[config.mk]
export PLATFORM = sky130hd
export DESIGN_NAME = cpu_instruction_decode_timing
export DESIGN_NICKNAME = d
export VERILOG_FILES = /design/src/cpu_decode_pkg.sv /design/src/cpu_exec_alu.sv /design/src/cpu_instruction_decode_timing.sv
export SDC_FILE = /design/constraint.sdc
export NUM_CORES = 1
export LEC_CHECK = 0
export BUFFER_PORTS_ARGS = -buffer_cell sky130_fd_sc_hd__buf_4
export CELL_PAD_IN_SITES_DETAIL_PLACEMENT = 0
export CELL_PAD_IN_SITES_GLOBAL_PLACEMENT = 1
export CORE_ASPECT_RATIO = 1.4
export CORE_MARGIN = 2
export CORE_UTILIZATION = 38
export CTS_BUF_LIST = sky130_fd_sc_hd__clkbuf_2
export DETAILED_ROUTE_END_ITERATION = 6
export GPL_ROUTABILITY_DRIVEN = 0
export GPL_TIMING_DRIVEN = 0
export PLACE_DENSITY_LB_ADDON = 0.1
export SLEW_MARGIN = 10
export SYNTH_ARGS = -nofsm -noshare
export SYNTH_HDL_FRONTEND = slang
export SYNTH_SLANG_ARGS = --single-unit
[constraint.sdc]
create_clock -name clk -period 16.5 [get_ports clk]
set_clock_uncertainty 0.1 [all_clocks]
set_input_delay 0.825 -clock clk [delete_from_list [all_inputs] [get_ports clk]]
set_output_delay 0.825 -clock clk [all_outputs]
set_load 0.05 [all_outputs]
[src/cpu_decode_pkg.sv]
// Package: register map, opcode table, cycle counts and flag marking
package cpu_decode_pkg;

  // ****************************************
  // Register map (byte addresses, one word each)
  // ****************************************
  localparam int ADR_W = 8;
  localparam logic [7:0] REG_CTRL = 8'h00;
  localparam logic [7:0] REG_INSTR = 8'h04;
  localparam logic [7:0] REG_OPERAND = 8'h08;
  localparam logic [7:0] REG_FLAGS = 8'h0C;
  localparam logic [7:0] REG_RESULT = 8'h10;
  localparam logic [7:0] REG_STATUS = 8'h14;
  localparam logic [7:0] REG_SP = 8'h18;
  localparam logic [7:0] REG_PC = 8'h1C;

  // Field positions
  localparam int CTRL_START = 0;
  localparam int FLAGS_LSB = 2;
  localparam int STATUS_BUSY = 0;
  localparam int STATUS_ILLEGAL = 1;
  localparam int STATUS_FETCH_LSB = 2;
  localparam int STATUS_EXEC_LSB = 6;
  localparam int BIT_P_POS = 7;
  localparam int BIT_SEL_LSB = 4;

  // Flag indices inside the 6-bit flag word
  localparam int FLAG_C = 5;
  localparam int FLAG_Z = 4;
  localparam int FLAG_S = 3;
  localparam int FLAG_V = 2;
  localparam int FLAG_D = 1;
  localparam int FLAG_H = 0;
  localparam int NUM_FLAGS = 6;

  // Reset values
  localparam logic [5:0] FLAGS_RST = 6'h00;
  localparam logic [15:0] SP_RST = 16'h0000;
  localparam logic [15:0] PC_RST = 16'h0000;
  localparam logic [15:0] CALL_SP_STEP = 16'h0002;

  // ****************************************
  // Opcodes
  // ****************************************
  localparam logic [7:0] OP_PREFIX = 8'h1F;
  localparam logic [3:0] HI_ADD = 4'h0;
  localparam logic [3:0] HI_ADD_CARRY = 4'h1;
  localparam logic [3:0] HI_AND = 4'h5;
  localparam logic [3:0] HI_COMPARE = 4'hA;
  localparam logic [3:0] LO_FIRST = 4'h2;
  localparam logic [3:0] LO_SPLIT = 4'h4;
  localparam logic [3:0] LO_LAST = 4'h7;
  localparam logic [3:0] LO_EXT = 4'h8;
  localparam logic [3:0] LO_EXT_IMM = 4'h9;
  localparam logic [7:0] OP_ATOMIC = 8'h2F;
  localparam logic [7:0] OP_BIT_WRITE = 8'hE2;
  localparam logic [7:0] OP_BIT_REVERSE = 8'hD5;
  localparam logic [7:0] OP_BIT_BRANCH = 8'hF6;
  localparam logic [7:0] OP_BIT_BRANCH_IND = 8'hF7;
  localparam logic [7:0] OP_CALL_PAIR = 8'hD4;
  localparam logic [7:0] OP_CALL_DIRECT = 8'hD6;
  localparam logic [7:0] OP_CARRY_FLIP = 8'hEF;
  localparam logic [7:0] OP_CLEAR = 8'hB0;
  localparam logic [7:0] OP_CLEAR_IND = 8'hB1;
  localparam logic [7:0] OP_COMPLEMENT = 8'h60;
  localparam logic [7:0] OP_COMPLEMENT_IND = 8'h61;

  // Cycle counts in CPU clocks
  localparam logic [3:0] CYC_1 = 4'h1;
  localparam logic [3:0] CYC_2 = 4'h2;
  localparam logic [3:0] CYC_3 = 4'h3;
  localparam logic [3:0] CYC_4 = 4'h4;
  localparam logic [3:0] CYC_6 = 4'h6;

  // ****************************************
  // Types
  // ****************************************
  typedef enum logic [3:0] {
    K_NONE, K_ADD_CARRY, K_ADD, K_AND, K_COMPARE, K_COMPARE_CARRY,
    K_ATOMIC, K_BIT_WRITE, K_BIT_REVERSE, K_BIT_BRANCH, K_CALL,
    K_CARRY_FLIP, K_CLEAR, K_COMPLEMENT
  } kind_t;

  typedef enum logic [1:0] {MK_RESULT, MK_ZERO, MK_KEEP, MK_UNDEF} mark_t;

  typedef struct packed {
    logic valid;
    kind_t kind;
    logic [3:0] fetch;
    logic [3:0] exec;
  } dec_t;

  // Decode one or two opcode bytes into kind and cycle counts
  function automatic dec_t decode(input logic [7:0] b0,
                                  input logic [7:0] b1);
    dec_t d;
    logic pre;
    logic [7:0] op;
    d = '0;
    pre = (b0 == OP_PREFIX);
    op = pre ? b1 : b0;
    if (op[3:0] >= LO_FIRST && op[3:0] <= LO_LAST &&
        (op[7:4] == HI_ADD || op[7:4] == HI_ADD_CARRY ||
         op[7:4] == HI_AND || op[7:4] == HI_COMPARE)) begin
      d.valid = 1'b1;
      d.fetch = (op[3:0] < LO_SPLIT) ? CYC_2 : CYC_3;
      d.exec = op[0] ? CYC_4 : CYC_3;
      case (op[7:4])
        HI_ADD: d.kind = K_ADD;
        HI_ADD_CARRY: d.kind = K_ADD_CARRY;
        HI_AND: d.kind = K_AND;
        default: d.kind = K_COMPARE;
      endcase
    end else if ((op[3:0] == LO_EXT || op[3:0] == LO_EXT_IMM) &&
                 (op[7:4] == HI_ADD || op[7:4] == HI_ADD_CARRY ||
                  op[7:4] == HI_AND)) begin
      d.valid = 1'b1;
      d.fetch = CYC_4;
      d.exec = CYC_3;
      case (op[7:4])
        HI_ADD: d.kind = K_ADD;
        HI_ADD_CARRY: d.kind = K_ADD_CARRY;
        default: d.kind = K_AND;
      endcase
    end else begin
      case (op)
        OP_ATOMIC: d = '{1'b1, K_ATOMIC, CYC_1, CYC_1};
        OP_BIT_WRITE: d = '{1'b1, K_BIT_WRITE, CYC_2, CYC_2};
        OP_BIT_REVERSE: d = '{1'b1, K_BIT_REVERSE, CYC_2, CYC_2};
        OP_BIT_BRANCH: d = '{1'b1, K_BIT_BRANCH, CYC_3, CYC_3};
        OP_BIT_BRANCH_IND: d = '{1'b1, K_BIT_BRANCH, CYC_3, CYC_4};
        OP_CALL_PAIR: d = '{1'b1, K_CALL, CYC_2, CYC_6};
        OP_CALL_DIRECT: d = '{1'b1, K_CALL, CYC_3, CYC_3};
        OP_CARRY_FLIP: d = '{1'b1, K_CARRY_FLIP, CYC_1, CYC_2};
        OP_CLEAR: d = '{1'b1, K_CLEAR, CYC_2, CYC_2};
        OP_CLEAR_IND: d = '{1'b1, K_CLEAR, CYC_2, CYC_3};
        OP_COMPLEMENT: d = '{1'b1, K_COMPLEMENT, CYC_2, CYC_2};
        OP_COMPLEMENT_IND: d = '{1'b1, K_COMPLEMENT, CYC_2, CYC_3};
        default: d = '0;
      endcase
    end
    // Prefix only legal in front of a compare; it costs one fetch
    // prefix extra fetch
    if (pre) begin
      if (d.valid && d.kind == K_COMPARE) begin
        d.kind = K_COMPARE_CARRY;
        d.fetch = d.fetch + CYC_1;
      end else begin
        d = '0;
      end
    end
    return d;
  endfunction

  // How one flag is treated by one instruction kind
  function automatic mark_t flag_mark(input kind_t k, input int f);
    mark_t m;
    m = MK_KEEP;
    case (k)
      K_ADD, K_ADD_CARRY: m = (f == FLAG_D) ? MK_ZERO : MK_RESULT;
      K_AND, K_COMPLEMENT, K_BIT_WRITE, K_BIT_REVERSE: begin
        if (f == FLAG_Z || f == FLAG_S) m = MK_RESULT;
        else if (f == FLAG_V) m = MK_ZERO;
        else if (f == FLAG_C && k == K_BIT_REVERSE) m = MK_UNDEF;
        else m = MK_KEEP;
      end
      K_COMPARE, K_COMPARE_CARRY:
        m = (f == FLAG_D || f == FLAG_H) ? MK_KEEP : MK_RESULT;
      K_CARRY_FLIP: m = (f == FLAG_C) ? MK_RESULT : MK_KEEP;
      default: m = MK_KEEP;
    endcase
    return m;
  endfunction

endpackage

[src/cpu_exec_alu.sv]
// Combinational byte datapath: arithmetic, logic, bit ops and flag values
module cpu_exec_alu
  import cpu_decode_pkg::*;
(
  input wire kind_t kind,
  input wire logic [7:0] dst,
  input wire logic [7:0] src,
  input wire logic [7:0] bit_ctl,
  input wire logic [5:0] flags_in,
  output logic [7:0] result,
  output logic [5:0] flags_out,
  output logic dst_write,
  output logic bit_match
);

  logic [7:0] b_op;
  logic cin;
  logic [8:0] sum;
  logic [4:0] half;
  logic [2:0] sel;
  logic sub;

  // One adder serves add and compare; compare adds the inverted source
  always_comb begin
    sub = (kind == K_COMPARE || kind == K_COMPARE_CARRY);
    b_op = sub ? ~src : src;
    case (kind)
      K_ADD_CARRY: cin = flags_in[FLAG_C];
      K_COMPARE: cin = 1'b1;
      K_COMPARE_CARRY: cin = ~flags_in[FLAG_C];
      default: cin = 1'b0;
    endcase
    sum = {1'b0, dst} + {1'b0, b_op} + {8'h00, cin};
    half = {1'b0, dst[3:0]} + {1'b0, b_op[3:0]} + {4'h0, cin};
    sel = bit_ctl[BIT_SEL_LSB +: 3];
  end

  // Result byte and flag values per kind
  always_comb begin
    result = dst;
    dst_write = 1'b0;
    case (kind)
      K_ADD, K_ADD_CARRY: begin
        result = sum[7:0];
        dst_write = 1'b1;
      end
      K_COMPARE, K_COMPARE_CARRY: result = sum[7:0];
      K_AND: begin
        result = dst & src;
        dst_write = 1'b1;
      end
      K_COMPLEMENT: begin
        result = ~dst;
        dst_write = 1'b1;
      end
      K_CLEAR: begin
        result = 8'h00;
        dst_write = 1'b1;
      end
      K_BIT_WRITE: begin
        result = dst;
        result[sel] = bit_ctl[BIT_P_POS];
        dst_write = 1'b1;
      end
      K_BIT_REVERSE: begin
        for (int i = 0; i < 8; i++) result[i] = dst[7 - i];
        dst_write = 1'b1;
      end
      default: result = dst;
    endcase
    flags_out = flags_in;
    flags_out[FLAG_Z] = (result == 8'h00);
    flags_out[FLAG_S] = result[7];
    flags_out[FLAG_V] = (dst[7] == b_op[7]) && (sum[7] != dst[7]);
    flags_out[FLAG_D] = 1'b0;
    flags_out[FLAG_H] = half[4];
    // Compare reports a borrow, which is the inverted carry out
    if (kind == K_CARRY_FLIP) flags_out[FLAG_C] = ~flags_in[FLAG_C];
    else flags_out[FLAG_C] = sub ? ~sum[8] : sum[8];
    bit_match = (src[sel] == bit_ctl[BIT_P_POS]);
  end

endmodule // cpu_exec_alu

[src/cpu_instruction_decode_timing.sv]
// Instruction decoder with fetch/execute cycle timing and Wishbone registers

// Behaviour
// - Add with carry: dst+src+C into dst; opcodes 12..17 pick pairings.
// - Extended add with carry at 18 and 19, 4 fetch and 3 execute cycles.
// - Add uses 02..07 and 08/09; C Z S V H follow result, D cleared.
// - AND uses 52..57 and 58/59; Z S follow, V cleared, C D H kept.
// - Call: SP minus two, push PC, load target; D4 pair, D6 direct.
// - Per instruction, each flag is computed, zeroed, kept or undefined.
// - Each opcode takes its own fetch count, then its execute count.
module cpu_instruction_decode_timing
  import cpu_decode_pkg::*;
(
  input wire logic clk,
  input wire logic rst,
  input wire logic wb_cyc_i,
  input wire logic wb_stb_i,
  input wire logic wb_we_i,
  input wire logic [ADR_W-1:0] wb_adr_i,
  input wire logic [3:0] wb_sel_i,
  input wire logic [31:0] wb_dat_i,
  output logic [31:0] wb_dat_o,
  output logic wb_ack_o,
  output logic stk_we,
  output logic [15:0] stk_addr,
  output logic [15:0] stk_data,
  output logic done
);

  // ****************************************
  // State
  // ****************************************
  typedef enum logic [1:0] {ST_IDLE, ST_FETCH, ST_EXEC} phase_t;

  typedef struct packed {
    phase_t phase;
    logic [3:0] cnt;
    dec_t dec;
    logic illegal;
    logic [31:0] instr;
    logic [15:0] opnd;
    logic [5:0] flags;
    logic [7:0] result;
    logic [15:0] sp;
    logic [15:0] pc;
    logic ack;
    logic [31:0] rdata;
    logic stk_we;
    logic [15:0] stk_addr;
    logic [15:0] stk_data;
    logic done;
  } state_t;

  state_t s_reg;
  state_t s_next;

  logic [7:0] alu_result;
  logic [5:0] alu_flags;
  logic alu_dst_write;
  logic alu_bit_match;
  logic bus_req;
  logic busy;
  logic [31:0] wr_word;
  dec_t start_dec;

  // Byte-lane merge of a Wishbone write into an existing word
  function automatic logic [31:0] merge(input logic [31:0] old,
                                        input logic [31:0] wr,
                                        input logic [3:0] sel);
    logic [31:0] m;
    m = old;
    for (int i = 0; i < 4; i++) begin
      if (sel[i]) m[8*i +: 8] = wr[8*i +: 8];
    end
    return m;
  endfunction

  // ****************************************
  // Datapath
  // ****************************************
  cpu_exec_alu u_alu (
    .kind(s_reg.dec.kind),
    .dst(s_reg.opnd[7:0]),
    .src(s_reg.opnd[15:8]),
    .bit_ctl(s_reg.instr[15:8]),
    .flags_in(s_reg.flags),
    .result(alu_result),
    .flags_out(alu_flags),
    .dst_write(alu_dst_write),
    .bit_match(alu_bit_match)
  );

  // Bus request detection and decode of the staged opcode bytes
  always_comb begin
    bus_req = wb_cyc_i & wb_stb_i & ~s_reg.ack;
    busy = (s_reg.phase != ST_IDLE);
    start_dec = decode(s_reg.instr[7:0], s_reg.instr[15:8]);
  end

  // ****************************************
  // Next-state logic
  // ****************************************
  always_comb begin
    s_next = s_reg;
    s_next.stk_we = 1'b0;
    s_next.done = 1'b0;
    s_next.ack = 1'b0;
    wr_word = '0;

    // Sequencer: fetch phase then execute phase
    case (s_reg.phase)
      ST_IDLE: s_next.cnt = '0;
      ST_FETCH: begin
        if (s_reg.cnt == s_reg.dec.fetch - CYC_1) begin
          s_next.phase = ST_EXEC;
          s_next.cnt = '0;
        end else begin
          s_next.cnt = s_reg.cnt + CYC_1;
        end
      end
      ST_EXEC: begin
        if (s_reg.cnt == s_reg.dec.exec - CYC_1) begin
          s_next.phase = ST_IDLE;
          s_next.cnt = '0;
          s_next.done = 1'b1;
          if (alu_dst_write) s_next.result = alu_result;
          else s_next.result = s_reg.opnd[7:0];
          for (int f = 0; f < NUM_FLAGS; f++) begin
            case (flag_mark(s_reg.dec.kind, f))
              MK_RESULT: s_next.flags[f] = alu_flags[f];
              MK_ZERO: s_next.flags[f] = 1'b0;
              default: s_next.flags[f] = s_reg.flags[f];
            endcase
          end
          if (s_reg.dec.kind == K_CALL) begin
            s_next.sp = s_reg.sp - CALL_SP_STEP;
            s_next.stk_we = 1'b1;
            s_next.stk_addr = s_reg.sp - CALL_SP_STEP;
            s_next.stk_data = s_reg.pc;
            s_next.pc = s_reg.opnd;
          end
          // Taken bit branch adds the signed displacement
          if (s_reg.dec.kind == K_BIT_BRANCH && alu_bit_match) begin
            s_next.pc = s_reg.pc +
                        {{8{s_reg.instr[23]}}, s_reg.instr[23:16]};
          end
        end else begin
          s_next.cnt = s_reg.cnt + CYC_1;
        end
      end
      default: begin
        s_next.phase = ST_IDLE;
        s_next.cnt = '0;
      end
    endcase

    // Wishbone slave: one wait state, ack for every address
    if (bus_req) begin
      s_next.ack = 1'b1;
      s_next.rdata = '0;
      if (wb_we_i) begin
        // Configuration writes while busy are dropped
        case (wb_adr_i)
          REG_CTRL: begin
            wr_word = merge('0, wb_dat_i, wb_sel_i);
            if (!busy && wr_word[CTRL_START]) begin
              s_next.dec = start_dec;
              s_next.illegal = ~start_dec.valid;
              s_next.cnt = '0;
              if (start_dec.valid) s_next.phase = ST_FETCH;
            end
          end
          REG_INSTR: begin
            if (!busy) s_next.instr = merge(s_reg.instr, wb_dat_i, wb_sel_i);
          end
          REG_OPERAND: begin
            wr_word = merge({16'h0000, s_reg.opnd}, wb_dat_i, wb_sel_i);
            if (!busy) s_next.opnd = wr_word[15:0];
          end
          REG_FLAGS: begin
            wr_word = merge({24'h000000, s_reg.flags, 2'b00},
                            wb_dat_i, wb_sel_i);
            if (!busy) s_next.flags = wr_word[FLAGS_LSB +: NUM_FLAGS];
          end
          REG_SP: begin
            wr_word = merge({16'h0000, s_reg.sp}, wb_dat_i, wb_sel_i);
            if (!busy) s_next.sp = wr_word[15:0];
          end
          REG_PC: begin
            wr_word = merge({16'h0000, s_reg.pc}, wb_dat_i, wb_sel_i);
            if (!busy) s_next.pc = wr_word[15:0];
          end
          default: wr_word = '0;
        endcase
      end else begin
        // Read mux; unmapped addresses read zero
        case (wb_adr_i)
          REG_CTRL: s_next.rdata[CTRL_START] = busy;
          REG_INSTR: s_next.rdata = s_reg.instr;
          REG_OPERAND: s_next.rdata[15:0] = s_reg.opnd;
          REG_FLAGS: s_next.rdata[FLAGS_LSB +: NUM_FLAGS] = s_reg.flags;
          REG_RESULT: s_next.rdata[7:0] = s_reg.result;
          REG_STATUS: begin
            s_next.rdata[STATUS_BUSY] = busy;
            s_next.rdata[STATUS_ILLEGAL] = s_reg.illegal;
            s_next.rdata[STATUS_FETCH_LSB +: 4] = s_reg.dec.fetch;
            s_next.rdata[STATUS_EXEC_LSB +: 4] = s_reg.dec.exec;
          end
          REG_SP: s_next.rdata[15:0] = s_reg.sp;
          REG_PC: s_next.rdata[15:0] = s_reg.pc;
          default: s_next.rdata = '0;
        endcase
      end
    end
  end

  // ****************************************
  // State register
  // ****************************************
  // All-zero reset matches FLAGS_RST, SP_RST and PC_RST
  always_ff @(posedge clk or posedge rst) begin
    if (rst) begin
      s_reg <= '0;
    end else begin
      s_reg <= s_next;
    end
  end

  // Outputs straight from the state register
  assign wb_dat_o = s_reg.rdata;
  assign wb_ack_o = s_reg.ack;
  assign stk_we = s_reg.stk_we;
  assign stk_addr = s_reg.stk_addr;
  assign stk_data = s_reg.stk_data;
  assign done = s_reg.done;

endmodule // cpu_instruction_decode_timing

==> results of run 1 <==
==> layout make-up <==
class                           instances  area [um2]
Clock inverter                         13       126.4
Sequential cell                       179        4479
Multi-Input combinational cell        946        6272
Timing Repair Buffer                  132        1054
Fill cell                            3037       16700
Buffer                                137       782.0
Inverter                               34       135.1
Tap cell                              385       481.7
Clock buffer                           18       90.09
Antenna cell                            1       2.502
==> routing by layer <==
layer | vias to the layer above | part of all wire (%)
met5 | - | 0
met4 | 0 | 5.0
met3 | 90 | 3.6
met2 | 280 | 51
met1 | 5139 | 41
li1 | 4917 | -
==> layout by cell type, fill, tap and decap left out, types with 18 or more instances in the layout <==
master,synthesis,routed
dfrtp_1,179,179
buf_4,64,178
nand2_1,145,145
nor2_1,115,115
a21oi_1,92,92
o21ai_0,63,63
mux2_2,55,55
clkbuf_1,55,55
a22o_1,34,34
inv_1,34,33
nand3_1,31,31
ha_1,31,31
nor3_1,31,30
mux2i_1,29,29
xnor2_1,28,28
xor2_1,24,24
clkbuf_2,0,18
==> metrics by stage <==
| step | utilization, % | hold slack [ns] | cell area, um2 |
|---|---|---|---|
| after floorplan | - | 0.3372 | 11650 |
| after global placement | 43.09 | 0.3649 | 12980 |
| after detailed placement | 43.27 | 0.3635 | 13030 |
| after CTS | 44.55 | 0.03701 | 13420 |
| after global routing | 44.56 | 0.06239 | 13420 |
| final | 44.56 | 0.08880 | 13420 |
==> critical path, delay by kind of cell (launching register included) <==
| kind | cells | cell delay [ns] |
|---|---|---|
| AO/OA/AOI/OAI | 5 | 1.38 |
| XOR/XNOR | 2 | 0.31 |
| flip-flops | 1 | 0.52 |
| AND/OR/NAND/NOR | 2 | 1.19 |
| buffers and inverters | 1 | 0.27 |
| adder cells (fa/ha/maj) | 2 | 0.92 |
==> cells by family after synthesis <==
group                      after synthesis
AOI/OAI and AO/OA                      344
xor gates and xnor gates                52
buffers and inverters                  171
muxes                                   86
DFF                                    179
adders and majority gates               34
and+or+nand+nor                        430
==> worst max path at each step <==
| stage | from | endpoint | slack (ns) | depth (start not counted) |
|---|---|---|---|---|
| detailed placement | s_reg[173] | s_reg[111] | 11.85 | 12 |
| CTS | s_reg[173] | s_reg[111] | 11.79 | 12 |
| floorplan | rst | done | 10.72 | 1 |
| global placement | rst | stk_addr[5] | 8.17 | 2 |
| global route | s_reg[173] | s_reg[111] | 11.42 | 12 |
| finish | s_reg[173] | s_reg[111] | 11.78 | 12 |
==> repair_timing <==
item                                    4_1_cts  5_1_grt
hold buffers                                 17        0
endpoints found under the setup margin        0        0
hold endpoints to repair                    101        0
==> power groups by stage <==
| stage | clock (mW) | combinational (mW) | sequential (mW) |
|---|---|---|---|
| 2_1_floorplan | 0 | 0.0284 | 0.451 |
| 3_3_place_gp | 0 | 0.0549 | 0.452 |
| 3_5_place_dp | 0 | 0.0561 | 0.452 |
| 4_1_cts | 0.244 | 0.0596 | 0.445 |
| 5_1_grt | 0.257 | 0.0645 | 0.445 |
| 6_report | 0.236 | 0.0593 | 0.445 |
==> impl_metrics.csv, run 1 <==
group,metric,value,unit
status,status,"finished clean",
logic_synthesis,synth_top_area_cell,"dfrtp_1",
finish,fin_nets,1530,
detailed_routing,first_pass_iters,6,
critical_path,cp-start-kind,"flip-flop",
grt,grt_use_met1,29.96,%
critical_path,reg2reg_to,"s_reg[111]",
pwr,p_sw_share,29.62,%
critical_path,rrSetupSlack,11.78,ns
detailed_routing,wl_per_cell,22.00,um
pwr,intPower,520.8,uW
floorplanning,die_y,211.2,um
logic_synthesis,synth.area.top_cells,"dfrtp_1 (38%), mux2_2 (5.3%), nand2_1 (4.7%)",
logic_synthesis,ys_ff_latch,179,
clock_tree,cts_tree,"done",
floorplanning,die_area,0.03209,mm2
logic_synthesis,synth_seq_area_share,38.45,%
logic_synthesis,syn_avg_cell_area,8.989,um2
grt,grtUsageMet2,45.54,%
grt,grt_pass1_wl,62530,um
pwr,design_power_total,739.9,uW
pwr,p_clk_share,31.9,%
sta,period_minus_slack,4.724,ns
critical_path,path_class,"reg -> reg",
critical_path,path_cells,"clkbuf_1 -> nor2_1 -> xor2_1 -> fa_1 -> fa_1 -> a21o_1 -> a21oi_1 -> xnor2_1 -> a221oi_1 -> a31oi_1 -> nor4_1 -> a22o_1",
pwr,p_seq_share,60.1,%
logic_synthesis,syn-num-nets,1379,
critical_path,endpoint_kind,"flip-flop",
grt,first_global_vias,10540,
grt,grt.busiest_layer,"met2",
critical_path,worst-endpoint-arrival,5.47,ns
placed_design,place_inst,1796,
clock_tree,clock_latency,0.89,ns
floorplanning,initial_core_util,38.67,%
clock_tree,post_cts_buffers,0,
critical_path,crit_fanout,10,
logic_synthesis,yosysWarnings,0,
placed_design,port_buffers,113,
grt,grt_remaining_overflow,0,
clock_tree,cts.htree.levels,4,
clock_tree,clkTransAtPathRegs,0.29,ns
critical_path,crit_path_frequent_cell,"fa_1",
sta,tns,0,ns
logic_synthesis,synth.most_common_cell,"dfrtp_1",
sta,tightest_slew,1.258,ns
sta,timing.final.ws_setup,11.78,ns
floorplanning,die_x,152.0,um
clock_tree,numCtsBuffers,17,
sta,max_freq,0.2117,GHz
hold_path,hold_path_depth,2,
detailed_routing,wl,40590,um
logic_synthesis,yosys.area_share.xor_xnor,3.909,%
run,max_cap_viol_count,0,
grt,grtUsageMet3,2.913,%
detailed_routing,vias,10430,
detailed_routing,vias_per_cell,5.651,
grt,track_usage,25.37,%
logic_synthesis,syn_area,0.01165,mm2
logic_synthesis,synthAdderAreaFrac,3.845,%
clock_tree,cts_root_buffer,"clkbuf_2",
floorplanning,io_pins,116,
logic_synthesis,netlist_instances,1296,
clock_tree,cts_resized,0,
sta,finalSetupViolCount,0,
logic_synthesis,synthMuxAreaShare,8.195,%
critical_path,slowest_delay,0.89,ns
finish,synthToLayoutAreaGrowth,15.22,%
finish,final_layout_size_suffix_gt1_share,20.42,%
pwr,combinationalPowerShare,8.0,%
placed_design,hpwl,31090,um
sta,post-route-period-util,28.63,%
critical_path,r2r_cells,12,
logic_synthesis,synth_cell_types,79,
finish,fin_cells,1845,
logic_synthesis,synth-compound-area-share,20.12,%
critical_path,r2r_start,"s_reg[173]",
detailed_routing,antenna_left,0,
pwr,power_density,55.12,mW/mm2
logic_synthesis,synth_top_cells_by_count,"dfrtp_1 (179), nand2_1 (145), nor2_1 (115)",
critical_path,cpMaxStageDelayCell,"nor2_1",
logic_synthesis,synth-edff-count,0,
detailed_routing,drc,0,
placed_design,pre_cts_ws,11.85,ns
hold_path,worstHoldStart,"wb_dat_i[0]",
sta,hold_viol,0,
finish,largest_reg_flops,112,
hold_path,hold_end,"s_reg[113]",
clock_tree,cts.sink_count,179,
pwr,irDropWorstVdd,40.91,uV
pwr,p_switching,219.1,uW
floorplanning,core_region_area,0.03012,mm2
grt,grt_max_degree,95,
logic_synthesis,synth_top_family_by_area,"compound AO/OA/AOI/OAI gates",
pwr,power.leakage,6.398,nW
clock_tree,clockBufferDepth,2,
floorplanning,row_count,75,
logic_synthesis,synth_top_area_share,38.45,%
logic_synthesis,ys_async_sr_fraction,100.0,%
logic_synthesis,synth_flop_cell,"dfrtp_1",
detailed_routing,initialDrtViolationCount,703,
grt,antenna_found_initial,1,
sta,max-slew-margin-rel,15.34,%
sta,slew_violations,0,
hold_path,hold_class,"in -> reg",
critical_path,required,17.25,ns
sta,rsz0062_at_grt,"no",
logic_synthesis,synthSimpleGateAreaFrac,17.68,%
(Power assumes the default switching activity.)
==> run 2, diff against run 1 <==
--- a/config.mk
+++ b/config.mk
@@ -5,6 +5,7 @@
 export SDC_FILE = /design/constraint.sdc
 export NUM_CORES = 1
 export LEC_CHECK = 0
+export ABC_AREA = 1
 export BUFFER_PORTS_ARGS = -buffer_cell sky130_fd_sc_hd__buf_4
 export CELL_PAD_IN_SITES_DETAIL_PLACEMENT = 0
 export CELL_PAD_IN_SITES_GLOBAL_PLACEMENT = 1
==> constraint.sdc (replaced) <==
create_clock -name clk -period 4.52 [get_ports clk]
set_clock_uncertainty 0.1 [all_clocks]
set_input_delay 0.226 -clock clk [delete_from_list [all_inputs] [get_ports clk]]
set_output_delay 0.226 -clock clk [all_outputs]
set_load 0.05 [all_outputs]
==> run 2 against run 1 <==
Non-clock buffer count rose by 66. Synthesized cell count rose by 26%. Count of clock-buffer cells in the layout fell by 1. Hold slack improved by 0.0021 ns. Cell area rose by 11%. Global-route usage rose by 2.8 points. Maximum frequency rose by 8.6%. Die area rose by 4.1%. Highest routed layer unchanged.
==> impl_metrics.csv, run 2 <==
group,metric,value,unit
sta,max-slew-margin-rel,49.56,%
floorplanning,io_pins,116,
pwr,power.leakage,7.387,nW
logic_synthesis,ys_ff_latch,179,
pwr,irDropWorstVdd,138.9,uV
detailed_routing,drc,0,
logic_synthesis,synth_cell_types,58,
run,max_cap_viol_count,0,
logic_synthesis,syn_area,0.01214,mm2
detailed_routing,wl,46660,um
status,status,"finished clean",
critical_path,r2r_start,"s_reg[173]",
finish,largest_reg_flops,112,
critical_path,crit_fanout,10,
clock_tree,cts_root_buffer,"clkbuf_2",
logic_synthesis,netlist_instances,1633,
floorplanning,core_region_area,0.03150,mm2
placed_design,hpwl,36420,um
pwr,p_sw_share,30.38,%
finish,mostFrequentLayoutCells,"nand2_1 (431), buf_4 (184), dfrtp_1 (178)",
logic_synthesis,synth_seq_area_share,36.90,%
critical_path,path_class,"reg -> reg",
clock_tree,cts_tree,"done",
critical_path,crit_path_frequent_cell,"nand2_1",
hold_path,hold_class,"in -> reg",
finish,fin_nets,1959,
detailed_routing,wl_per_cell,20.42,um
sta,slew_violations,0,
grt,grt_max_degree,38,
clock_tree,clockBufferDepth,2,
pwr,p_switching,825.6,uW
detailed_routing,vias,12250,
logic_synthesis,synth.area.top_cells,"dfrtp_1 (37%), nand2_1 (13%), o21ai_0 (5.9%)",
grt,grt_pass1_wl,71130,um
critical_path,r2r_cells,21,
critical_path,cp_num_cells,21,
pwr,intPower,1.892,mW
placed_design,port_buffers,114,
sta,timing.final.ws_setup,0.1706,ns
clock_tree,numCtsBuffers,17,
critical_path,cpMaxStageDelayCell,"dlygate4sd3_1",
critical_path,rrSetupSlack,0.17,ns
critical_path,crit_buf_inv,6,
placed_design,place_inst,2147,
logic_synthesis,synth.most_common_cell,"nand2_1",
critical_path,slowest_delay,0.56,ns
logic_synthesis,synth-edff-count,0,
finish,final_core_util,47.22,%
critical_path,cp-startpoint,"s_reg[173]",
critical_path,required,5.29,ns
finish,fill_cells,3251,
critical_path,crit_family,"simple AND/OR/NAND/NOR gates",
floorplanning,row_count,77,
pwr,power_density,182.7,mW/mm2
sta,max_freq,0.2299,GHz
sta,rsz0062_at_grt,"no",
critical_path,crit_end,"s_reg[111]",
placed_design,pre_cts_ws,0.6206,ns
logic_synthesis,synth_top_area_cell,"dfrtp_1",
logic_synthesis,synth_top_area_share,36.90,%
grt,antenna_found_initial,1,
finish,fin_cells,2285,
logic_synthesis,synth_top_cells_by_count,"nand2_1 (431), dfrtp_1 (179), inv_1 (161)",
sta,period_minus_slack,4.349,ns
sta,tightest_slew,0.7566,ns
clock_tree,clock_latency,0.91,ns
finish,synthToLayoutAreaGrowth,22.54,%
floorplanning,die_y,215.5,um
logic_synthesis,syn-num-nets,1716,
clock_tree,cts.htree.levels,4,
pwr,p_clk_share,31.3,%
detailed_routing,initialDrtViolationCount,1033,
floorplanning,initial_core_util,38.54,%
finish,final_layout_size_suffix_gt1_share,16.99,%
logic_synthesis,yosysWarnings,0,
clock_tree,clkTransAtPathRegs,0.33,ns
grt,first_global_vias,12340,
pwr,combinationalPowerShare,8.9,%
sta,tns,0,ns
sta,hold_viol,0,
floorplanning,die_x,155.1,um
critical_path,endpoint_kind,"flip-flop",
detailed_routing,vias_per_cell,5.361,
clock_tree,cts.sink_count,179,
critical_path,path_cells,"inv_2 -> nand2_1 -> inv_1 -> nand2_1 -> clkbuf_4 -> inv_1 -> o21ai_0 -> nand2_1 -> fa_1 -> fa_1 -> nand2_1 -> a21oi_1 -> nor2_2 -> inv_1 -> or2_2 -> nand3_1 -> nand3_1 -> nor2_1 -> nand4_1 -> a21oi_1 -> dlygate4sd3_1",
logic_synthesis,ys_async_sr_fraction,100.0,%
pwr,p_seq_share,59.8,%
grt,track_usage,28.15,%
grt,grt_remaining_overflow,0,
sta,finalSetupViolCount,0,
critical_path,worst-endpoint-arrival,5.12,ns
floorplanning,die_area,0.03342,mm2
logic_synthesis,synth_flop_cell,"dfrtp_1",
logic_synthesis,syn_avg_cell_area,7.434,um2
sta,post-route-period-util,96.23,%
critical_path,reg2reg_to,"s_reg[111]",
sta,whs,0.09094,ns
finish,layout_commonest_cell,"nand2_1",
detailed_routing,first_pass_iters,7,
critical_path,cp-start-kind,"flip-flop",
detailed_routing,antenna_left,0,
run 2: cell types whose count changed after synthesis, moves of 14 or more:
cell / delta
nand2b_1: -15
o21ai_0: +80
a32o_1: +14
mux2_2: -39
o211ai_1: +21
a31oi_1: -14
a22o_1: -29
xnor2_1: -18
inv_1: +127
nand3_1: +76
mux2i_1: -29
nand2_1: +286
a21oi_1: -29
clkbuf_1: -34
run 2: logic make-up after synthesis:
group                    share of synthesized area [%]
AND/OR/NAND/NOR                                  27.62
adder cells (fa/ha/maj)                          3.690
multiplexers                                     1.484
flip-flops                                       36.90
buffers and inverters                            11.53
XOR/XNOR                                         2.453
AO/OA/AOI/OAI                                    16.32
run 2: how the worst min path moves through the flow:
stage                     cells after the start   startpoint  slack, ns      endpoint
after detailed placement                      2          rst       0.19  wb_dat_o[20]
after global routing                          4  wb_dat_i[0]       0.07    s_reg[129]
after global placement                        1     wb_ack_o       0.34      wb_ack_o
after CTS                                     4  wb_dat_i[4]       0.01    s_reg[109]
final                                         4  wb_dat_i[4]       0.09    s_reg[109]
after floorplan                               2     wb_stb_i       0.26      wb_ack_o
run 2: worst register-to-register path, delay by kind of cell, from the launching register on:
kind	cells	cell delay, ns
AOI/OAI and AO/OA	3	0.30
adders and majority gates	2	0.90
and+or+nand+nor	10	1.41
buffers and inverters	6	1.15
DFF	1	0.48
run 2: stage by stage:
stage,power (mW),instance area [um2]
6_report,2.718,14880
5_1_grt,2.821,14880
4_1_cts,2.750,14860
3_5_place_dp,1.835,13590
3_3_place_gp,1.824,13490
2_1_floorplan,1.737,12140
run 2: cell type report:
| type | instances | area, um2 | area share (%) |
|---|---|---|---|
| clock buffer | 17 | 85.08 | 0.5719 |
| timing repair buffer | 224 | 2004 | 13.47 |
| inverter | 176 | 664.4 | 4.466 |
| tap | 395 | 494.2 | 3.322 |
| sequential | 179 | 4481 | 30.12 |
| antenna | 1 | 2.502 | 0.01682 |
| multi-input combinational | 1167 | 6264 | 42.10 |
| buffer | 111 | 742.0 | 4.987 |
| clock inverter | 15 | 140.1 | 0.9420 |
run 2: power groups by stage:
stage               clock [mW]  combinational [mW]  sequential (mW)
floorplan                    0              0.0901             1.65
global placement             0               0.173             1.65
detailed placement           0               0.185             1.65
CTS                      0.884               0.241             1.63
global route             0.929               0.264             1.63
finish                   0.851               0.242             1.63
run 2: per-layer routing:
layer	GRT usage (%)	routed length, um	vias to the layer above
met5	0	0	-
met2	52.03	24660	373
met1	30.94	17670	5882
met3	4.016	1746	113
li1	-	-	5883
met4	14.57	2584	0
run 2: repair_timing:
action | in CTS | in global routing
hold endpoints to repair | 312 | 0
hold buffers | 104 | 0
buffers inserted | 0 | 1
resized for setup | 0 | 3
endpoints found under the setup margin | 0 | 1
